File: src/csd_map.vh
/*
 * Register map, field positions, reset values and encodings of the clock
 * select and divider block.
 * Assumes inclusion by bare name from the block's design file.
 */
`ifndef CSD_MAP_VH
`define CSD_MAP_VH

// ****************************************
// Register byte offsets
// ****************************************
`define CSD_OFS_SRCSEL 12'h000
`define CSD_OFS_DIVCTL 12'h004
`define CSD_OFS_TICKCSR 12'h008
`define CSD_OFS_PWRCTL 12'h00C
`define CSD_OFS_PERSEL 12'h010
`define CSD_OFS_STATUS 12'h014

// ****************************************
// Field positions
// ****************************************
`define CSD_SYS_SEL_LSB 0
`define CSD_SYS_SEL_MSB 2
`define CSD_TICK_SEL_LSB 3
`define CSD_TICK_SEL_MSB 5
`define CSD_TICK_SRC_BIT 2
`define CSD_DIV_SEL_LSB 0
`define CSD_DIV_SEL_MSB 3
`define CSD_DIV_EN_BIT 4
`define CSD_DIV_BYP_BIT 5
`define CSD_PD_REQ_BIT 0
`define CSD_PD_KEEP_BIT 1
`define CSD_XTL_LSB 2
`define CSD_XTL_MSB 3

// ****************************************
// Encodings and reset values
// ****************************************
`define CSD_SRC_EXT 2'h0
`define CSD_SRC_HOSC 2'h1
`define CSD_SRC_LOSC 2'h2
`define CSD_SRC_BUS 2'h3
`define CSD_TICK_EXT 3'h0
`define CSD_TICK_HOSC 3'h1
`define CSD_TICK_LOSC 3'h2
`define CSD_TICK_BUS 3'h3
`define CSD_SYS_EXT 3'h0
`define CSD_SYS_LOSC 3'h1
`define CSD_SYS_HOSC 3'h2
`define CSD_XTL_LOW 2'h2
`define CSD_RST_ZERO 32'h0000_0000
`define CSD_RST_SRCSEL 6'h02
`define CSD_RST_DIVCTL 6'h00
`define CSD_RST_PWRCTL 4'h0
`define CSD_RST_PERSEL 10'h000

// Allowed-source masks, bit i set means source code i is allowed
`define CSD_ALLOW_WDOG 4'hD
`define CSD_ALLOW_TMR 4'hF
`define CSD_ALLOW_UART 4'h3
`define CSD_ALLOW_ADC 4'hB

`endif

File: src/csd_clock_select_divider.v
/*
 * Clock source selection, tick clock selection, per-peripheral clock
 * routing, power-down gating and power-of-two clock output divider.
 * Assumes an APB master on pclk and clock sources presented as levels
 * sampled on pclk, each well below half the pclk rate.
 */
// The implementer's own choices: the register offsets and the APB interface to the registers.
// Behaviour
// - System clock follows the 3-bit source field in select register bits 2..0.
// - Tick timer clock is processor clock or external tick clock, by control bit 2.
// - External tick clock chosen from four sources by select register bits 5..3.
// - Each peripheral only receives sources its clock table allows; others give low.
// - Power-down stops system clocks and sources, keeps low internal oscillator running.
// - Low crystal survives power-down only with keep bit 1 and crystal field 10.
// - Watchdog and timer clocks keep running in power-down on low internal oscillator.
// - Divider is sixteen chained halving stages, one stage picked by a mux.
// - Writing divider enable 1 with bypass clear starts the chained counter.
// - After enable cleared, counter runs until output low, then holds it low.
// - Bypass bit, with divider enable also set, routes the divider input clock straight to the output pin; bypass alone gives low.
`timescale 1ns/1ps
`include "csd_map.vh"

module csd_clock_select_divider #(
	parameter STAGES = 16
) (
	// APB slave
	input wire pclk,
	input wire presetn,
	input wire psel,
	input wire penable,
	input wire pwrite,
	input wire [11:0] paddr,
	input wire [31:0] pwdata,
	output reg [31:0] prdata,
	output reg pready,
	output reg pslverr,
	// Clock sources, sampled levels
	input wire high_speed_crystal,
	input wire low_speed_crystal,
	input wire high_internal_osc,
	input wire low_internal_osc,
	input wire bus_clock_in,
	input wire processor_clock_in,
	input wire divider_input_clock,
	// Selected clocks
	output reg system_clock_out,
	output reg tick_clock_out,
	output reg watchdog_clock_out,
	output reg timer0_clock_out,
	output reg timer1_clock_out,
	output reg uart_clock_out,
	output reg adc_clock_out,
	output reg bus_only_clock_out,
	output reg power_down_out,
	// Divider output pin
	output reg clock_output_pin
);

	// ****************************************
	// Source synchronisers
	// ****************************************
	localparam NSRC = 7;
	wire [NSRC-1:0] src_raw;
	wire [NSRC-1:0] src_sync;
	assign src_raw = {divider_input_clock, processor_clock_in, bus_clock_in,
		low_internal_osc, high_internal_osc, low_speed_crystal, high_speed_crystal};

	genvar gi;
	generate
		for (gi = 0; gi < NSRC; gi = gi + 1) begin : g_sync
			reg meta_reg;
			reg sync_reg;
			always @(posedge pclk or negedge presetn) begin
				if (!presetn) begin
					meta_reg <= 1'b0;
					sync_reg <= 1'b0;
				end else begin
					meta_reg <= src_raw[gi];
					sync_reg <= meta_reg;
				end
			end
			assign src_sync[gi] = sync_reg;
		end
	endgenerate

	// ****************************************
	// Source aliases
	// ****************************************

	wire hi_crystal_s = src_sync[0];
	wire lo_crystal_s = src_sync[1];
	wire hi_osc_s = src_sync[2];
	wire lo_osc_s = src_sync[3];
	wire bus_s = src_sync[4];
	wire cpu_s = src_sync[5];
	wire div_in_s = src_sync[6];

	// ****************************************
	// Registers
	// ****************************************
	reg [5:0] clock_source_select0_reg;
	reg [5:0] divider_output_control_reg;
	reg tick_timer_ctrl_status_reg;
	reg [3:0] power_control_reg;
	reg [9:0] periph_select_reg;

	wire [2:0] sys_sel = clock_source_select0_reg[`CSD_SYS_SEL_MSB:`CSD_SYS_SEL_LSB];
	wire [2:0] tick_clock_source_sel =
		clock_source_select0_reg[`CSD_TICK_SEL_MSB:`CSD_TICK_SEL_LSB];
	wire [3:0] divide_select = divider_output_control_reg[`CSD_DIV_SEL_MSB:`CSD_DIV_SEL_LSB];
	wire divider_enable = divider_output_control_reg[`CSD_DIV_EN_BIT];
	wire divider_bypass = divider_output_control_reg[`CSD_DIV_BYP_BIT];
	wire pd_req = power_control_reg[`CSD_PD_REQ_BIT];
	wire low_crystal_powerdown_keep = power_control_reg[`CSD_PD_KEEP_BIT];
	wire [1:0] crystal_enable_field = power_control_reg[`CSD_XTL_MSB:`CSD_XTL_LSB];

	// ****************************************
	// Register decode
	// ****************************************
	wire acc = psel && penable;
	wire wr = acc && pwrite;
	reg addr_ok;
	always @* begin
		case (paddr)
			`CSD_OFS_SRCSEL, `CSD_OFS_DIVCTL, `CSD_OFS_TICKCSR,
			`CSD_OFS_PWRCTL, `CSD_OFS_PERSEL, `CSD_OFS_STATUS: addr_ok = 1'b1;
			default: addr_ok = 1'b0;
		endcase
	end

	always @(posedge pclk or negedge presetn) begin
		if (!presetn) begin
			clock_source_select0_reg <= `CSD_RST_SRCSEL;
			divider_output_control_reg <= `CSD_RST_DIVCTL;
			tick_timer_ctrl_status_reg <= 1'b0;
			power_control_reg <= `CSD_RST_PWRCTL;
			periph_select_reg <= `CSD_RST_PERSEL;
		end else if (wr) begin
			case (paddr)
				`CSD_OFS_SRCSEL: clock_source_select0_reg <= pwdata[5:0];
				`CSD_OFS_DIVCTL: divider_output_control_reg <= pwdata[5:0];
				`CSD_OFS_TICKCSR: tick_timer_ctrl_status_reg <= pwdata[`CSD_TICK_SRC_BIT];
				`CSD_OFS_PWRCTL: power_control_reg <= pwdata[3:0];
				`CSD_OFS_PERSEL: periph_select_reg <= pwdata[9:0];
				default: ;
			endcase
		end
	end

	// ****************************************
	// Power-down source gating
	// ****************************************
	// Only the low oscillator stays live in power-down; low crystal only when kept
	wire ext_is_low_crystal = (crystal_enable_field == `CSD_XTL_LOW);
	wire low_crystal_kept = low_crystal_powerdown_keep && ext_is_low_crystal;
	wire ext_raw = ext_is_low_crystal ? lo_crystal_s : hi_crystal_s;
	reg ext_g;
	reg hi_osc_g;
	reg lo_osc_g;
	reg bus_g;
	always @* begin
		ext_g = ext_raw;
		hi_osc_g = hi_osc_s;
		lo_osc_g = lo_osc_s;
		bus_g = bus_s;
		if (pd_req) begin
			ext_g = low_crystal_kept & lo_crystal_s;
			hi_osc_g = 1'b0;
			bus_g = 1'b0;
		end
	end
	wire [3:0] src_vec = {bus_g, lo_osc_g, hi_osc_g, ext_g};

	// ****************************************
	// Clock selection
	// ****************************************
	reg sys_next;
	always @* begin
		case (sys_sel)
			`CSD_SYS_EXT: sys_next = ext_raw;
			`CSD_SYS_LOSC: sys_next = lo_osc_s;
			`CSD_SYS_HOSC: sys_next = hi_osc_s;
			default: sys_next = hi_osc_s;
		endcase
	end

	// Reserved tick codes fall back to the external source
	reg tick_ext;
	reg tick_next;
	always @* begin
		case (tick_clock_source_sel)
			`CSD_TICK_EXT: tick_ext = src_vec[`CSD_SRC_EXT];
			`CSD_TICK_HOSC: tick_ext = src_vec[`CSD_SRC_HOSC];
			`CSD_TICK_LOSC: tick_ext = src_vec[`CSD_SRC_LOSC];
			`CSD_TICK_BUS: tick_ext = src_vec[`CSD_SRC_BUS];
			default: tick_ext = src_vec[`CSD_SRC_EXT];
		endcase
		if (tick_timer_ctrl_status_reg) begin
			tick_next = tick_ext;
		end else begin
			tick_next = cpu_s;
		end
	end

	// ****************************************
	// Peripheral source routing
	// ****************************************
	// One mask nibble per peripheral, in select-field order
	localparam NPER = 5;
	wire [4*NPER-1:0] allow_all = {`CSD_ALLOW_ADC, `CSD_ALLOW_UART, `CSD_ALLOW_TMR,
		`CSD_ALLOW_TMR, `CSD_ALLOW_WDOG};
	wire [NPER-1:0] periph_next;
	genvar pi;
	generate
		for (pi = 0; pi < NPER; pi = pi + 1) begin : g_periph
			wire [1:0] code = periph_select_reg[2*pi+1:2*pi];
			wire [3:0] allow = allow_all[4*pi+3:4*pi];
			// Disallowed codes give a constant low clock
			assign periph_next[pi] = allow[code] & src_vec[code];
		end
	endgenerate

	// ****************************************
	// Output registers
	// ****************************************

	always @(posedge pclk or negedge presetn) begin
		if (!presetn) begin
			system_clock_out <= 1'b0;
			tick_clock_out <= 1'b0;
			watchdog_clock_out <= 1'b0;
			timer0_clock_out <= 1'b0;
			timer1_clock_out <= 1'b0;
			uart_clock_out <= 1'b0;
			adc_clock_out <= 1'b0;
			bus_only_clock_out <= 1'b0;
			power_down_out <= 1'b0;
		end else begin
			system_clock_out <= pd_req ? 1'b0 : sys_next;
			tick_clock_out <= pd_req ? 1'b0 : tick_next;
			// Low oscillator stays alive on watchdog and timer outputs in power-down via src_vec; uart and adc masks exclude it
			watchdog_clock_out <= periph_next[0];
			timer0_clock_out <= periph_next[1];
			timer1_clock_out <= periph_next[2];
			uart_clock_out <= periph_next[3];
			adc_clock_out <= periph_next[4];
			bus_only_clock_out <= bus_g;
			power_down_out <= pd_req;
		end
	end

	// ****************************************
	// Frequency divider
	// ****************************************
	reg div_in_d_reg;
	reg [STAGES-1:0] stage_reg;
	reg running_reg;
	wire div_rise = div_in_s && !div_in_d_reg;
	wire tap = stage_reg[divide_select];

	// ****************************************
	// Divider control
	// ****************************************
	reg run_next;
	reg pin_next;
	reg count_step;
	always @* begin
		// Keep counting after disable until the tap is low, avoiding a short pulse
		run_next = divider_enable || (running_reg && tap);
		count_step = run_next && div_rise && !divider_bypass;
		if (divider_bypass) begin
			pin_next = divider_enable & div_in_s;
		end else begin
			pin_next = run_next & tap;
		end
	end

	always @(posedge pclk or negedge presetn) begin
		if (!presetn) begin
			div_in_d_reg <= 1'b0;
			stage_reg <= {STAGES{1'b0}};
			running_reg <= 1'b0;
			clock_output_pin <= 1'b0;
		end else begin
			div_in_d_reg <= div_in_s;
			running_reg <= run_next;
			// Chained halving stages form a ripple-equivalent binary counter
			if (count_step) begin
				stage_reg <= stage_reg + {{(STAGES-1){1'b0}}, 1'b1};
			end
			clock_output_pin <= pin_next;
		end
	end

	// ****************************************
	// Read path
	// ****************************************
	wire [31:0] status_word = {
		20'h00000,
		running_reg,
		clock_output_pin,
		pd_req,
		bus_only_clock_out,
		adc_clock_out,
		uart_clock_out,
		timer1_clock_out,
		timer0_clock_out,
		watchdog_clock_out,
		tick_clock_out,
		system_clock_out,
		low_crystal_kept
	};
	reg [31:0] rd_next;
	always @* begin
		case (paddr)
			`CSD_OFS_SRCSEL: rd_next = {26'h0000000, clock_source_select0_reg};
			`CSD_OFS_DIVCTL: rd_next = {26'h0000000, divider_output_control_reg};
			`CSD_OFS_TICKCSR: rd_next = {29'h00000000, tick_timer_ctrl_status_reg, 2'h0};
			`CSD_OFS_PWRCTL: rd_next = {28'h0000000, power_control_reg};
			`CSD_OFS_PERSEL: rd_next = {22'h000000, periph_select_reg};
			`CSD_OFS_STATUS: rd_next = status_word;
			default: rd_next = 32'h0000_0000;
		endcase
	end

	// ****************************************
	// APB response
	// ****************************************
	// Zero-wait slave: pready and data are registered from the setup cycle, valid in the access cycle
	wire setup = psel && !penable;
	reg [31:0] prdata_next;
	always @* begin
		prdata_next = `CSD_RST_ZERO;
		if (setup && !pwrite) begin
			prdata_next = rd_next;
		end
	end
	always @(posedge pclk or negedge presetn) begin
		if (!presetn) begin
			prdata <= `CSD_RST_ZERO;
			pready <= 1'b0;
			pslverr <= 1'b0;
		end else begin
			pready <= setup;
			pslverr <= setup && !addr_ok;
			prdata <= prdata_next;
		end
	end

endmodule

File: config.mk
export PLATFORM = sky130hd
export DESIGN_NAME = csd_clock_select_divider
export DESIGN_NICKNAME = d
export VERILOG_FILES = /design/src/csd_clock_select_divider.v
export VERILOG_INCLUDE_DIRS = /design/src
export SDC_FILE = /design/constraint.sdc
export NUM_CORES = 1
export LEC_CHECK = 0
export BUFFER_PORTS_ARGS = -buffer_cell sky130_fd_sc_hd__buf_2
export CAP_MARGIN = 0
export CORE_MARGIN = 8
export CORE_UTILIZATION = 25
export DETAILED_ROUTE_END_ITERATION = 8
export GPL_ROUTABILITY_DRIVEN = 0
export GPL_TIMING_DRIVEN = 0
export PLACE_DENSITY = 0.5
export SYNTH_ARGS = -nofsm -noshare
export SYNTH_HDL_FRONTEND = slang
export SYNTH_SLANG_ARGS = --single-unit
File: constraint.sdc
create_clock -name pclk -period 2.48 [get_ports pclk]
set_clock_uncertainty 0.15 [all_clocks]
set_input_delay 0.124 -clock pclk [delete_from_list [all_inputs] [get_ports pclk]]
set_output_delay 0.124 -clock pclk [all_outputs]
set_load 0.01 [all_outputs]
# [Word-level counts from Yosys, hierarchy flattened]
# Index checks and enable logic that the tools add are counted.
[totals] word_cells=119 out_inout_bits=44 regBits=103
[classes] addsub=1 n_lt_le_gt_ge=6 bitwise_logic=8 n_eq_ne=10 n_reduce_logical=24 muxes=35
[op_table] op="case mux 12 bit (6 select lines)" n=1
[op_table] op="equality test 12 x 4 -> 1 bit, second input constant" n=2
[op_table] op="equality test 12 x 5 -> 1 bit, second input constant" n=2
[op_table] op="binary-select mux 1 bit (select 2 bit)" n=10
[op_table] op="two-way mux 1 bit" n=20
[op_table] op="adder 16 x 1 -> 16 bit, second input constant" n=1
[op_table] op="less-than comparator 2 x 3 -> 1 bit, second input constant" n=5
[op_table] op="equality test 12 x 3 -> 1 bit, second input constant" n=1
[op_table] op="zero test 12 bit" n=1
[op_table] op="two-way mux 12 bit" n=1
[op_table] op="logical AND 1 bit" n=10
[op_table] op="AND reduction 2 bit" n=5
[op_table] op="AND 1 bit" n=8
[op_table] op="equality test 3 x 1 -> 1 bit, second input constant" n=2
[op_table] op="equality test 3 x 2 -> 1 bit, second input constant" n=2
[op_table] op="OR reduction 6 bit" n=1
[op_table] op="zero test 1 bit" n=5
[op_table] op="less-than comparator 4 x 5 -> 1 bit, second input constant" n=1
[op_table] op="binary-select mux 1 bit (select 4 bit)" n=1
[op_table] op="zero test 3 bit" n=1
[op_table] op="case mux 1 bit (3 select lines)" n=1
[op_table] op="equality test 2 bit, second input constant" n=1
[op_table] op="case mux 1 bit (2 select lines)" n=1
[op_table] op="logical OR 1 bit" n=1

# [Longest topological paths before layout]
[depth] depth_word=7 ltp_mapped=7 ltp_nobuf=6

# [Worst setup path before layout]
# Ideal clock, no wire load.
[synth_path] kind="reg-to-reg" from="reg divider_output_control_reg[0]" to="reg stage_reg[1]" setup_time_ns=0.125 t_arrival_ns=1.563 required_time_ns=2.205 synth_period_minus_slack_ns=1.838 path_slack_ns=0.642 path_stages_with_launch=7 path_cell_list="dfrtp_1 > buf_6 > mux2i_1 > a221oi_2 > a31oi_2 > nand2_1 > mux2_2"
[synth_via] elab_chain_len=6
[synth_rtl] element="start: declaration" line="csd_clock_select_divider.v:102" text="reg [5:0] divider_output_control_reg;"
[synth_rtl] element="start signal: assignment" line="csd_clock_select_divider.v:134" text="divider_output_control_reg <= `CSD_RST_DIVCTL;"
[synth_rtl] element="start signal: assignment" line="csd_clock_select_divider.v:141" text="`CSD_OFS_DIVCTL: divider_output_control_reg <= pwdata[5:0];"
[synth_rtl] element="binary-select mux 1 bit (select 4 bit)" line="csd_clock_select_divider.v:259" text="wire tap = stage_reg[divide_select];"
[synth_rtl] element="two-way mux 1 bit (not written as such)" line="csd_clock_select_divider.v:259"
[synth_rtl] element="logical AND 1 bit" line="csd_clock_select_divider.v:269" text="run_next = divider_enable || (running_reg && tap);"
[synth_rtl] element="logical OR 1 bit" line="csd_clock_select_divider.v:269"
[synth_rtl] element="logical AND 1 bit (2 in a row)" line="csd_clock_select_divider.v:270" text="count_step = run_next && div_rise && !divider_bypass;"
[synth_rtl] element="end signal: assignment" line="csd_clock_select_divider.v:281" text="stage_reg <= {STAGES{1'b0}};"
[synth_rtl] element="end signal: assignment" line="csd_clock_select_divider.v:289" text="stage_reg <= stage_reg + {{(STAGES-1){1'b0}}, 1'b1};"
[synth_rtl] element="end: declaration" line="csd_clock_select_divider.v:256" text="reg [STAGES-1:0] stage_reg;"
# No other way between the ends. The select of a mux whose other input is x is not followed.
# A chain may end at the register's enable or synchronous reset.

# [Final worst setup path]
[layout_path] from="reg divider_output_control_reg[0]" to="reg stage_reg[11]"
# Same word-level chain as after synthesis.

==> impl_metrics.json <==
{
  "status": "finished, final reports clean",
  "drtIter0Drc": 207,
  "r2r_slack_ns": 0.41,
  "fin_area_um2": 4990,
  "ir_worst_vdd_mv": 0.302,
  "final.setup.worst_slack_ns": 0.407,
  "dieArea_um2": 19700,
  "start_util_pct": 25.5,
  "fmax_mhz": 482,
  "hold-worst-slack_ns": 0.120,
  "antenna_found_initial": 0,
  "p_total_mw": 2.84,
  "clk_pin_slew_worst_paths_ns": 0.06,
  "slew_headroom_pct": 57.4,
  "coreArea_um2": 15200,
  "clock_path_buffers": 2,
  "tightest_slew_ns": 0.640,
  "report.final.slew_viol_count": 0,
  "io_buffers": 55,
  "numCtsBuffers": 9,
  "cellPowerDensity_nw_per_um2": 569,
  "path_delay_family": "buffers and inverters",
  "cp-start-kind": "register",
  "cts_root_buf": "clkbuf_16",
  "synthArstFlopShare_pct": 100,
  "instances_no_fill": 627,
  "finalSetupViolCount": 0,
  "syn_area_per_cell_um2": 11.9,
  "dp_hpwl_um": 6960,
  "first_global_vias": 2866,
  "tritoncts": "yes",
  "die_w_um": 141,
  "synth_warnings": 0,
  "grt_max_degree": 53,
  "crit_slowest_cell": "dfrtp_1",
  "grt_pass1_wl_um": 15600,
  "largest_reg_flops": 16,
  "rsz0062_at_grt": "false",
  "rows": 45,
  "syn_inst": 326,
  "htree_levels": 3,
  "seq_area_um2": 2080,
  "leakagePower_nw": 2.44,
  "path_max_fanout": 10,
  "dp.cells": 589,
  "end_kind": "register",
  "route.detailed.drc": 0,
  "ant_nets": 0,
  "clock_sinks": 83,
  "synth_area_um2": 3870,
  "nFillCells": 1533,
  "via_per_inst": 4.45,
  "avgRoutedWirePerCell_um": 15.0,
  "postPlaceCellArea_um2": 4490,
  "slowest_delay_ns": 0.37,
  "fin_nets": 491,
  "setup_tns_ns": 0,
  "multi_input_area_um2": 1640,
  "synth_seq_area_share_pct": 53.6,
  "critical_path.cell_chain": "buf_6 > mux2i_1 > a22oi_1 > nand4_1 > buf_2 > a21oi_1 > xor2_1",
  "first_pass_iters": 4,
  "period_needed_ns": 2.07,
  "synth_cell_types": 47,
  "die_h_um": 141,
  "worst_ep_required_time_ns": 2.58,
  "grt_overflow_total": 0,
  "path_class": "reg -> reg",
  "grt_usage_pct": 9.91,
  "post-route-util_pct": 32.8,
  "synthToLayoutAreaGrowth_pct": 28.7,
  "hold_class": "in -> async",
  "synth_seq_cells": 83,
  "synth_top_flop_cell": "dfrtp_1",
  "insertion_delay_ns": 0.33,
  "top_level_ports": 100,
  "vias": 2792,
  "postCtsSetupBuffers": 0,
  "finalHoldViolCount": 0,
  "drv_cap": 0,
  "crit_arrival_ns": 2.18,
  "wirelength_um": 9370,
  "finalCritPeriodShare_pct": 83.6,
  "dpl_worst_slack_ns": 0.205,
  "synth_edf_count": 0,
  "drive_above_1_share_pct": 32.1,
  "crit_buf_inv": 2,
  "n_antenna_cell": 0
}
==> cells in the mapped netlist, types with 2 or more instances <==
| library cell | instances | area share [%] |
|---|---|---|
| a211oi_1 | 7 | 1.4 |
| a21oi_1 | 16 | 2.1 |
| a22oi_1 | 2 | 0.39 |
| and3_1 | 6 | 0.97 |
| buf_2 | 3 | 0.39 |
| buf_4 | 20 | 3.9 |
| buf_6 | 2 | 0.58 |
| clkbuf_1 | 5 | 0.48 |
| dfrtp_1 | 82 | 53 |
| inv_1 | 5 | 0.48 |
| mux2_2 | 25 | 7.3 |
| mux2i_1 | 21 | 5.4 |
| mux4_2 | 5 | 2.9 |
| nand2_1 | 21 | 2.0 |
| nand2b_1 | 3 | 0.48 |
| nand3_1 | 8 | 1.0 |
| nand3_2 | 2 | 0.52 |
| nand4_1 | 5 | 0.81 |
| nor2_1 | 21 | 2.0 |
| nor2b_1 | 7 | 1.1 |
| nor3_1 | 6 | 0.77 |
| nor3b_1 | 2 | 0.39 |
| nor4_1 | 2 | 0.32 |
| o21ai_0 | 12 | 1.5 |
| or2_2 | 2 | 0.32 |
| xor2_1 | 15 | 3.4 |
==> area by class of cell <==
type                            count  share of cell area (%)
Clock buffer                       10                    4.79
Inverter                            5                   0.376
Multi-Input combinational cell    227                    32.9
Clock inverter                      6                   0.803
Buffer                             30                    4.14
Tap cell                          188                    4.72
Timing Repair Buffer               78                    10.5
Sequential cell                    83                    41.7
==> layer usage <==
metal	global-route usage [%]	wire (µm)	up-vias
met3	3.81	753	6
met1	13.1	4430	1372
met4	4.19	114	0
met2	14.1	4080	75
li1	-	-	1339
met5	0	0	-
==> where the power goes <==
| part | total, mW | internal, mW | leakage [nW] | switching [mW] |
|---|---|---|---|---|
| sequential | 1.39 | 1.38 | 1.09 | 0.0126 |
| clock | 1.24 | 0.705 | 0.139 | 0.537 |
| combinational | 0.207 | 0.0968 | 1.22 | 0.110 |
==> kinds of logic (layout without fill, tap and decap cells) <==
| group | count (synthesis) | count (layout) | share of synthesized area, % |
|---|---|---|---|
| other | 1 | 20 | 0.0968 |
| DFF | 83 | 83 | 53.6 |
| AOI/OAI and AO/OA | 47 | 47 | 7.75 |
| buffers and inverters | 35 | 129 | 5.81 |
| xor gates and xnor gates | 15 | 15 | 3.39 |
| and+or+nand+nor | 93 | 93 | 13.4 |
| muxes | 51 | 51 | 15.6 |
| adders and majority gates | 1 | 1 | 0.323 |
==> cells in the final DEF, fill, tap and decap left out, types with 6 or more instances in the layout <==
master,netlist,routed
dfrtp_1,82,82
buf_2,3,57
mux2_2,25,25
dlygate4sd3_1,0,22
nor2_1,21,21
mux2i_1,21,21
nand2_1,21,21
buf_4,20,21
conb_1,1,20
a21oi_1,16,16
xor2_1,15,15
o21ai_0,12,11
clkbuf_16,0,9
nand3_1,8,8
nor2b_1,7,7
a211oi_1,7,7
nor3_1,6,6
and3_1,6,6
==> timing repair <==
item | in CTS | in global routing
hold buffers | 22 | 0
hold endpoints to repair | 113 | 0
resized for setup | 0 | 1
setup endpoints to repair | 0 | 1
==> final timing paths <==
kind / startpoint / to / depth (start not counted)
setup / recovery: divider_output_control_reg[0] / stage_reg[11] / 7
hold / removal: presetn / g_sync[2].meta_reg / 2
setup reg to reg: divider_output_control_reg[0] / stage_reg[11] / 7
hold reg to reg: g_sync[6].meta_reg / div_in_s / 0
max in group asynchronous: presetn / clock_source_select0_reg[1] / 3
min in group pclk: paddr[10] / pslverr / 5
No activity file was read; power rests on OpenSTA's default activity.
